## src/design/jrx_consts.svh

```systemverilog
// Register offsets, field widths and reset values of the lane block
`ifndef JRX_CONSTS_SVH
`define JRX_CONSTS_SVH
`define JRX_ADDR_W 12
`define JRX_OFS_LAT0 12'h302
`define JRX_OFS_LAT1 12'h303
`define JRX_OFS_DEL0 12'h304
`define JRX_OFS_DEL1 12'h305
`define JRX_OFS_REL0 12'h306
`define JRX_OFS_REL1 12'h307
`define JRX_OFS_XBAR0 12'h308
`define JRX_OFS_XBAR1 12'h309
`define JRX_OFS_XBAR2 12'h30A
`define JRX_OFS_XBAR3 12'h30B
`define JRX_OFS_FULL 12'h30C
`define JRX_FIELD_W 5
`define JRX_SEL_W 3
`define JRX_DEL_RST 5'h00
`define JRX_REL_RST 5'h06
`define JRX_REL_MAX 5'h0A
`endif

```

## src/design/jrx_pkg.sv

```systemverilog
// Types shared by the lane block
package jrx_pkg;
  typedef logic [4:0] jrx_field_t;
  typedef logic [2:0] jrx_sel_t;
endpackage

```

## src/design/jrx_lane_xbar.sv

```systemverilog
// Lane crossbar, link timing control and register port of the receiver
//
// Function
// - Link 0, and link 1 in two-link operation, report a read-only 5-bit measured delayed-global-to-deframer LMFC latency.
// - Link 1 latency has its own readout at offset 0x303.
// - Link 0 global LMFC delayed by 5-bit frame-cycle field, reset zero.
// - Link 1 global LMFC delayed by its own independent 5-bit field.
// - Each link releases buffer words at 5-bit position, reset six.
// - Each logical lane takes the physical input named by its select.
// - After reset each lane selects the input of its own number.
// - Bit x of the full field is high when lane x buffer is full.
// - Full flags are error indications visible to software.
// - Link 1 settings act only when two-link operation is selected.
`timescale 1ns/10ps
`include "jrx_consts.svh"
module jrx_lane_xbar import jrx_pkg::*; #(
  parameter int LANES = 8,
  parameter int DATA_W = 32,
  parameter int LMFC_LEN = 32
) (
  // Clock and reset
  input wire logic clk,
  input wire logic rst,
  // Register port
  input wire logic reg_wr,
  input wire logic reg_rd,
  input wire logic [11:0] reg_addr,
  input wire logic [7:0] reg_wdata,
  output logic [7:0] reg_rdata,
  // Mode
  input wire logic two_link_select,
  // Physical serial inputs, words already deserialised
  input wire logic [LANES*DATA_W-1:0] physical_serial_input,
  // Lane buffer status
  input wire logic [LANES-1:0] lane_buffer_full,
  // Multiframe timing
  input wire logic global_lmfc,
  input wire logic [1:0] deframer_lmfc,
  // Outputs
  output logic [LANES*DATA_W-1:0] logical_lane_data,
  output logic [1:0] release_strobe,
  output logic [1:0] buffer_full_error
);
  // Register map and readback are laid out for eight lanes
  if (LANES != 8 || DATA_W < 1) begin : g_bad_cfg
    $error("crossbar serves eight lanes only");
  end

  jrx_sel_t lane_source [LANES];
  jrx_field_t link0_global_delay;
  jrx_field_t link1_global_delay;
  jrx_field_t link0_release_point;
  jrx_field_t link1_release_point;
  jrx_field_t link0_latency_readout;
  jrx_field_t link1_latency_readout;
  logic [1:0] rel_pulse;
  logic [7:0] full_q;
  logic [7:0] next_rdata;
  logic link1_on;

  assign link1_on = two_link_select;

  // ****************************************
  // Configuration registers
  // ****************************************
  always_ff @(posedge clk or posedge rst) begin
    if (rst) begin
      link0_global_delay <= `JRX_DEL_RST;
      link1_global_delay <= `JRX_DEL_RST;
      link0_release_point <= `JRX_REL_RST;
      link1_release_point <= `JRX_REL_RST;
    end else if (reg_wr) begin
      unique case (reg_addr)
        `JRX_OFS_DEL0: link0_global_delay <= reg_wdata[4:0];
        `JRX_OFS_DEL1: link1_global_delay <= reg_wdata[4:0];
        `JRX_OFS_REL0: link0_release_point <= reg_wdata[4:0];
        `JRX_OFS_REL1: link1_release_point <= reg_wdata[4:0];
        default: ;
      endcase
    end
  end

  // ****************************************
  // Crossbar
  // ****************************************
  genvar g;
  generate
    for (g = 0; g < LANES; g++) begin : g_lane
      localparam logic [11:0] OFS = `JRX_OFS_XBAR0 + 12'(g / 2);
      localparam int SH = (g % 2) * 3;
      always_ff @(posedge clk or posedge rst) begin
        if (rst) begin
          lane_source[g] <= 3'(g);
        end else if (reg_wr && reg_addr == OFS) begin
          lane_source[g] <= reg_wdata[SH +: 3];
        end
      end
      always_ff @(posedge clk or posedge rst) begin
        if (rst) begin
          logical_lane_data[g*DATA_W +: DATA_W] <= '0;
        end else begin
          logical_lane_data[g*DATA_W +: DATA_W] <=
            physical_serial_input[lane_source[g]*DATA_W +: DATA_W];
        end
      end
    end
  endgenerate

  // ****************************************
  // Link timing
  // ****************************************
  jrx_link_timing #(.LMFC_LEN(LMFC_LEN)) u_link0 (
    .clk(clk),
    .rst(rst),
    .enable(1'b1),
    .global_delay(link0_global_delay),
    .release_point(link0_release_point),
    .global_lmfc(global_lmfc),
    .deframer_lmfc(deframer_lmfc[0]),
    .release_pulse(rel_pulse[0]),
    .latency(link0_latency_readout)
  );
  jrx_link_timing #(.LMFC_LEN(LMFC_LEN)) u_link1 (
    .clk(clk),
    .rst(rst),
    .enable(link1_on),
    .global_delay(link1_global_delay),
    .release_point(link1_release_point),
    .global_lmfc(global_lmfc),
    .deframer_lmfc(deframer_lmfc[1]),
    .release_pulse(rel_pulse[1]),
    .latency(link1_latency_readout)
  );

  // Registered so every output comes from a flop
  always_ff @(posedge clk or posedge rst) begin
    if (rst) begin
      release_strobe <= 2'h0;
      full_q <= 8'h00;
      buffer_full_error <= 2'h0;
    end else begin
      release_strobe <= {rel_pulse[1] & link1_on, rel_pulse[0]};
      full_q <= lane_buffer_full;
      // Lanes 0-3 carry link 0 in dual mode, all lanes otherwise
      buffer_full_error[0] <= link1_on ? |lane_buffer_full[3:0]
                                       : |lane_buffer_full;
      buffer_full_error[1] <= link1_on & |lane_buffer_full[7:4];
    end
  end

  // ****************************************
  // Readback
  // ****************************************
  always_comb begin
    next_rdata = 8'h00;
    unique case (reg_addr)
      `JRX_OFS_LAT0: next_rdata = {3'h0, link0_latency_readout};
      `JRX_OFS_LAT1: next_rdata = {3'h0, link1_latency_readout};
      `JRX_OFS_DEL0: next_rdata = {3'h0, link0_global_delay};
      `JRX_OFS_DEL1: next_rdata = {3'h0, link1_global_delay};
      `JRX_OFS_REL0: next_rdata = {3'h0, link0_release_point};
      `JRX_OFS_REL1: next_rdata = {3'h0, link1_release_point};
      `JRX_OFS_XBAR0: next_rdata = {2'h0, lane_source[1], lane_source[0]};
      `JRX_OFS_XBAR1: next_rdata = {2'h0, lane_source[3], lane_source[2]};
      `JRX_OFS_XBAR2: next_rdata = {2'h0, lane_source[5], lane_source[4]};
      `JRX_OFS_XBAR3: next_rdata = {2'h0, lane_source[7], lane_source[6]};
      `JRX_OFS_FULL: next_rdata = full_q;
      default: next_rdata = 8'h00;
    endcase
  end

  always_ff @(posedge clk or posedge rst) begin
    if (rst) begin
      reg_rdata <= 8'h00;
    end else if (reg_rd) begin
      reg_rdata <= next_rdata;
    end
  end
endmodule

```

## src/design/jrx_link_timing.sv

```systemverilog
// Per-link global multiframe delay, release point and latency measurement
`timescale 1ns/10ps
`include "jrx_consts.svh"
module jrx_link_timing import jrx_pkg::*; #(
  parameter int LMFC_LEN = 32
) (
  // Clock and reset
  input wire logic clk,
  input wire logic rst,
  // Control
  input wire logic enable,
  input wire logic [4:0] global_delay,
  input wire logic [4:0] release_point,
  // Timing pulses
  input wire logic global_lmfc,
  input wire logic deframer_lmfc,
  // Results
  output logic release_pulse,
  output logic [4:0] latency
);
  // Phase counter is five bits wide and shift line 32 stages deep
  if (LMFC_LEN < 2 || LMFC_LEN > 32) begin : g_bad_len
    $error("LMFC_LEN out of range");
  end

  logic [31:0] dly_line;
  logic [4:0] phase;
  logic [4:0] lat_cnt;
  logic counting;
  logic delayed_lmfc;

  // Delayed global LMFC: tap of a shift line
  always_ff @(posedge clk or posedge rst) begin
    if (rst) begin
      dly_line <= 32'h0;
    end else begin
      dly_line <= {dly_line[30:0], global_lmfc};
    end
  end
  assign delayed_lmfc = (global_delay == 5'h00) ? global_lmfc :
                        dly_line[global_delay - 5'h01];

  // Phase in the local multiframe, restarted by delayed global LMFC
  always_ff @(posedge clk or posedge rst) begin
    if (rst) begin
      phase <= 5'h00;
      release_pulse <= 1'b0;
    end else begin
      release_pulse <= enable && (phase == release_point);
      if (!enable || delayed_lmfc)
        phase <= 5'h00;
      else
        phase <= phase + 5'h01;
    end
  end

  // Latency: cycles from delayed global LMFC to deframer LMFC
  always_ff @(posedge clk or posedge rst) begin
    if (rst) begin
      lat_cnt <= 5'h00;
      counting <= 1'b0;
      latency <= 5'h00;
    end else if (!enable) begin
      counting <= 1'b0;
      latency <= 5'h00;
    end else begin
      if (delayed_lmfc && deframer_lmfc) begin
        latency <= 5'h00;
        counting <= 1'b0;
      end else if (delayed_lmfc) begin
        lat_cnt <= 5'h01;
        counting <= 1'b1;
      end else if (counting && deframer_lmfc) begin
        latency <= lat_cnt;
        counting <= 1'b0;
      end else if (counting) begin
        lat_cnt <= lat_cnt + 5'h01;
      end
    end
  end
endmodule

```

## config.mk

```make
export PLATFORM = sky130hd
export DESIGN_NAME = jrx_lane_xbar
export DESIGN_NICKNAME = d
export VERILOG_FILES = /design/src/design/jrx_pkg.sv /design/src/design/jrx_lane_xbar.sv /design/src/design/jrx_link_timing.sv
export VERILOG_INCLUDE_DIRS = /design/src /design/src/design
export SDC_FILE = /design/constraint.sdc
export NUM_CORES = 1
export LEC_CHECK = 0
export BUFFER_PORTS_ARGS = -buffer_cell sky130_fd_sc_hd__buf_4
export CAP_MARGIN = 40
export CORE_UTILIZATION = 51
export DETAILED_ROUTE_END_ITERATION = 6
export PLACE_DENSITY_LB_ADDON = 0.2
export SLEW_MARGIN = 40
export SYNTH_ARGS = -nofsm -noshare
export SYNTH_HDL_FRONTEND = slang
export SYNTH_SLANG_ARGS = --single-unit
export TNS_END_PERCENT = 1
```

## constraint.sdc

```tcl
create_clock -name clk -period 11 [get_ports clk]
set_clock_uncertainty 0.2 [all_clocks]
set_input_delay 1.1 -clock clk [delete_from_list [all_inputs] [get_ports clk]]
set_output_delay 1.1 -clock clk [all_outputs]
set_load 0.05 [all_outputs]
```

**Yosys cells after proc, flatten, opt, wreduce, memory -nomap -nowiden**

Cells that the tools add are included.

- Bits in writable memories: 0
- Word-level logic and storage cells: 133
- Bits in registers: 418
- Memories: 0
- Bits in read-only memories: 0
- Latch bits: 0

- Mux-type cells: 30
- $add $sub $neg: 6
- Order comparisons: 2
- Bitwise operators: 4
- Divide/modulo/power cells: 0
- Reductions and logical operators: 28
- Shift operators: 8
- Multiply operators: 0
- Equality and inequality tests: 19

Operators by type and width:

| kind | number |
|---|---|
| 256-bit by 9-bit variable part select with 32-bit output | 8 |
| 12-bit by 10-bit == test with 1-bit output (second input constant) | 11 |
| 8-bit case mux with 11 select lines | 1 |
| 5-bit two-way mux | 15 |
| 5-bit by 1-bit adder with 5-bit output (second input constant) | 4 |
| 5-bit by 6-bit < comparator with 1-bit output (second input constant) | 2 |
| 1-bit two-way mux | 12 |
| 2-bit AND reduction | 6 |
| 1-bit binary-select mux with 5-bit select | 2 |
| 5-bit == test | 2 |
| 5-bit zero test | 2 |
| 5-bit by 1-bit subtractor with 5-bit output (second input constant) | 2 |
| 1-bit logical AND | 9 |
| 4-bit OR reduction | 2 |
| 8-bit OR reduction | 1 |
| 2-bit nonzero test | 3 |
| 2-bit by 1-bit != test with 1-bit output (second input constant) | 2 |
| 4-bit by 1-bit != test with 1-bit output (second input constant) | 1 |
| 4-bit AND reduction | 1 |
| 3-bit by 1-bit != test with 1-bit output (second input constant) | 1 |
| 3-bit != test (second input constant) | 1 |
| 3-bit AND reduction | 1 |
| 3-bit nonzero test | 1 |
| 1-bit AND | 2 |
| other kinds (4) | 5 |

**Depth between registers and ports, before layout**

- Depth in word-level cells: 7
- Gate-level depth with buffers: 11
- Depth with buffers taken out: 8

**Modules after synthesis**

From an unflattened synthesis, not the netlist that was laid out.

- Cells, all modules: 1722
- Area, all modules: 28740.1 um^2

Modules (own cells, without submodules):

| module | times used | cells an instance | area an instance (um^2) |
|---|---|---|---|
| jrx_lane_xbar | 1 | 1400 | 24428.4 |
| jrx_link_timing | 2 | 161 | 2155.8 |

**Least setup slack after synthesis**

No wires, ideal clock.

- Kind: input to register
- From: in reg_addr[5]
- To: reg lane_source[14] (netlist bit)
- Setup time: 0.128 ns
- Arrival time: 2.807 ns
- Cell stages on the path: 7
- Path slack: 7.865 ns
- Path through: or4_1 -> nor2_1 -> buf_2 -> nand2_1 -> nor2_1 -> nand2_1 -> mux2_1

- Cells in the longest elaborated chain, start to end: 2

Ends and longest elaborated chain:

| element | RTL line | RTL |
|---|---|---|
| from (decl) | jrx_lane_xbar.sv:27 | `input wire logic [11:0] reg_addr,` |
| 12-bit by 10-bit == test with 1-bit output | jrx_lane_xbar.sv:94 | `end else if (reg_wr && reg_addr == OFS) begin` |
| 1-bit logical AND | jrx_lane_xbar.sv:94 |  |
| to (signal, indexed assignment) | jrx_lane_xbar.sv:93 | `lane_source[g] <= 3'(g);` |
| to (signal, indexed assignment) | jrx_lane_xbar.sv:95 | `lane_source[g] <= reg_wdata[SH +: 3];` |
| to (decl) | jrx_lane_xbar.sv:49 | `jrx_sel_t lane_source [LANES];` |

No other way between the ends.
A chain may end at the register's enable or synchronous reset.

**Worst setup path in the final report**

- From: reg link1_global_delay[0]
- To: reg u_link1.latency[1]

- Cells in the longest elaborated chain, start to end: 7
- Elaborated cells on any way between the ends: 11
- Those cells by class: 1 x add/sub; 2 x eq/ne; 5 x mux; 3 x reduce/logical

Ends and longest elaborated chain:

| element | RTL line | RTL |
|---|---|---|
| from (decl) | jrx_lane_xbar.sv:51 | `jrx_field_t link1_global_delay;` |
| from (signal assigned) | jrx_lane_xbar.sv:69 | `` link1_global_delay <= `JRX_DEL_RST; `` |
| from (signal assigned) | jrx_lane_xbar.sv:75 | `` `JRX_OFS_DEL1: link1_global_delay <= reg_wdata[4:0]; `` |
| 5-bit by 1-bit subtractor with 5-bit output | jrx_link_timing.sv:41 | `dly_line[global_delay - 5'h01];` |
| 1-bit binary-select mux with 5-bit select | jrx_link_timing.sv:41 |  |
| 1-bit two-way mux (implied by the code) | jrx_link_timing.sv:41 |  |
| 1-bit two-way mux * | jrx_link_timing.sv:40 | `assign delayed_lmfc = (global_delay == 5'h00) ? global_lmfc :` |
| 1-bit logical AND | jrx_link_timing.sv:67 | `if (delayed_lmfc && deframer_lmfc) begin` |
| 3-bit != test (no line) (tied with other cells) | - |  |
| 2-bit AND reduction (no line) / 5-bit two-way mux (equally long branches) | - |  |
| to (signal assigned) | jrx_link_timing.sv:74 | `latency <= lat_cnt;` |
| to (decl) | jrx_link_timing.sv:19 | `output logic [4:0] latency` |

Mark *: on every way between the ends. The rest lies on a longest branch, timed or not. The select of a mux whose other input is x is not followed.

==> reports/metrics.cfg <==
[outcome]
status = completed

[critical_path]
max_stage_delay_ns = 0.78
critPathLaunchType = flop
cp_max_fo = 15
slowest_stage = dfrtp_1
path_cells = inv_1 -> ha_1 -> mux4_1 -> mux2i_1 -> a21oi_1 -> a221oi_2 -> nand3_1 -> o2bb2ai_1
critPathKind = flop to flop
r2r.worst_path.cells = 8
cp-end-kind = flop
r2r_end = u_link1.latency[1]
crit_buf_inv = 1
rrSetupSlack_ns = 7.26
worstPathRequired_ns = 11.29
cp_top_family = compound AO/OA/AOI/OAI gates
r2r-start = link1_global_delay[0]
worstPathArrival_ns = 4.03

[finish]
drive_above_1_share_pct = 69.3
fin_nets = 2467
seqCellArea_mm2 = 0.00974
multi_input_area_mm2 = 0.0172
syn2layout_area_growth_pct = 23.5
fill_cells = 3872

[cts]
cts_sinks = 386
cts.htree.levels = 2
clk_pin_slew_worst_paths_ns = 0.07
clk_latency_ns = 0.59
clockBufferDepth = 3
root_buffer = clkbuf_16
cts_resized = 0
cts_buffers = 45
cts_tree = built
cts_setup_buffers = 0
cts_hold_buf = 0

[job]
cap_violations = 0

[sta]
slew-limit-headroom_pct = 42.5
min_period_ns = 3.74
finalCritPeriodShare_pct = 34.0
max_freq_mhz = 268
final-hold-violation-count = 0
setup_ws_ns = 7.26
worst_slew_pin_slew_ns = 0.862
setup_tns_ns = 0
rsz0062_at_grt = no
maxSlewViolCount = 0
finalSetupViolCount = 0

[power]
vdd_drop_max_mv = 0.0953
finalPower_mw = 3.87
pwr-share-seq_pct = 39.8
p_sw_share_pct = 29.0
power_density_mw_per_mm2 = 113
p_leak_nw = 12.7
share_comb_of_total_power_pct = 20.0
power.share.clock_pct = 40.1
p_int_mw = 2.75
switching_power_mw = 1.12

[yosys]
yosysTopAreaCellShare_pct = 43.0
synth_edf_count = 0
syn_nets = 1995
yosysTopAreaCell = mux4_2
yosys_warnings = 0
synthMostInstantiatedCell = mux4_2
postSynthAreaPerCell_um2 = 16.3
synthesis.area_mm2 = 0.0277
synth.yosys.seq_area_share_pct = 35.0
netlist_instances = 1697
async_flop_share_pct = 100
netlist-cell-type-count = 60
synth_ff_type = dfrtp_1
synth.ff_latch_count = 386
yosys-top-cells-area = mux4_2 (43%), dfrtp_1 (33%), mux2_2 (12%), dfstp_2 (1.5%), clkbuf_1 (1.3%)
ys_top_cells_by_count = mux4_2 (529), dfrtp_1 (370), mux2_2 (296)

[die]
initial_core_util_pct = 51.5
io_pins = 560
core_mm2 = 0.0537
num_rows = 85
die_h_um = 235
die_area_mm2 = 0.0552
die_w_um = 235

[drt]
drc_errors = 0
vias = 20624
wl_per_cell_um = 32.3
drtIter0Drc = 2330
vias_per_cell = 7.09
finalWirelength_um = 94000
ant_nets = 0
firstDrtPassIters = 6

[hold_path]
hold_path_class = flop to flop
holdPathEnd = release_strobe[0]
hold_start = u_link0.release_pulse
hold_depth = 0

[place]
dp_slack_ns = 6.99
dp_hpwl_um = 61800
io_buffers = 557
gp_congestion = 0.920

[global_route]
grt_max_degree = 79
grt_pass1_vias = 21361
grt_usage_pct = 34.6
grt_pass1_wl_um = 142000
antenna_found_initial = 11
grt_overflow_total = 0

[through the flow]
step,area (um2),util [%],hold slack (ns),std cells
floorplan,27700,-,0.131,1697
global placement,32300,60.1,0.146,2802
detailed placement,32600,60.6,0.151,2814
CTS,34100,63.4,0.175,2897
global route,34200,63.6,0.176,2905
finish,34200,63.6,0.169,2908
[state kept, by name, summed over array words and instances (netlist names), 8 cells and up]
signal             cells
lane_source           24
reg_rdata              8
full_q                 8
logical_lane_data    256
u_link1.dly_line      31
[layer usage]
metal / part of all wire [%] / wire (um) / vias up / global-route usage, %
met2: 48 / 45200 / 1282 / 53.8
met5: 0.028 / 26 / - / 0
met4: 4.1 / 3860 / 6 / 13.2
met1: 38 / 35400 / 10987 / 46.7
met3: 10 / 9540 / 229 / 9.81
li1: - / - / 8120 / -
[layout by cell type (no fill, tap or decap), types with 6 or more instances in the layout]
cell type / count
mux2i_1: 8
dfstp_4: 8
clkbuf_16: 47
o21ai_1: 10
nand4_1: 7
o21ai_0: 11
a21oi_1: 14
nand2_1: 36
buf_12: 14
mux2_1: 7
nand3_1: 18
buf_4: 574
xor2_1: 12
nor3_1: 10
mux4_2: 529
clkinv_2: 8
diode_2: 7
a22oi_1: 9
and3_1: 9
xnor2_1: 7
ha_1: 6
clkbuf_8: 7
dfrtp_1: 358
dfstp_2: 8
o22ai_1: 10
inv_1: 20
nor2b_1: 10
clkbuf_1: 13
mux2_2: 296
dfrtp_4: 8
nor2_1: 35
o2bb2ai_1: 6
a32oi_1: 9
[power by group through the flow]
stage / Clock (mW) / Sequential [mW] / Combinational, mW
floorplan: 0 / 1.73 / 0.277
global placement: 0 / 1.57 / 0.748
detailed placement: 0 / 1.57 / 0.766
CTS: 1.57 / 1.54 / 0.770
global route: 1.63 / 1.55 / 0.815
finish: 1.55 / 1.54 / 0.775
[cells by family (layout without fill, tap and decap cells)]
family	after synthesis	after routing	synth area share, %
mux	844	844	56.0
flops	386	386	35.0
buf+inv	192	700	2.75
simple gates	148	148	2.68
compound gates	102	102	2.68
xor+xnor	19	19	0.601
fa+ha+maj	6	6	0.271
other cells	0	7	0
[how the worst max path moves through the flow]
stage | start | slack [ns] | end | depth (start not counted)
floorplan | rst | 4.52 | buffer_full_error[0] | 1
global placement | reg_addr[5] | 7.01 | lane_source[17] | 7
detailed placement | reg_addr[5] | 6.99 | lane_source[14] | 7
CTS | link1_global_delay[0] | 7.23 | u_link1.latency[1] | 8
global route | link1_global_delay[0] | 6.90 | u_link1.latency[1] | 8
finish | link1_global_delay[0] | 7.26 | u_link1.latency[1] | 8
[final cells by class]
cell class / count / share of cell area (%)
clock inverter: 17 / 0.586
multi-input combinational: 1119 / 50.4
sequential: 386 / 28.5
tap: 696 / 2.55
antenna: 7 / 0.0513
clock buffer: 66 / 3.83
timing repair buffer: 596 / 13.8
inverter: 21 / 0.242
No activity file was read; power rests on OpenSTA's default activity.
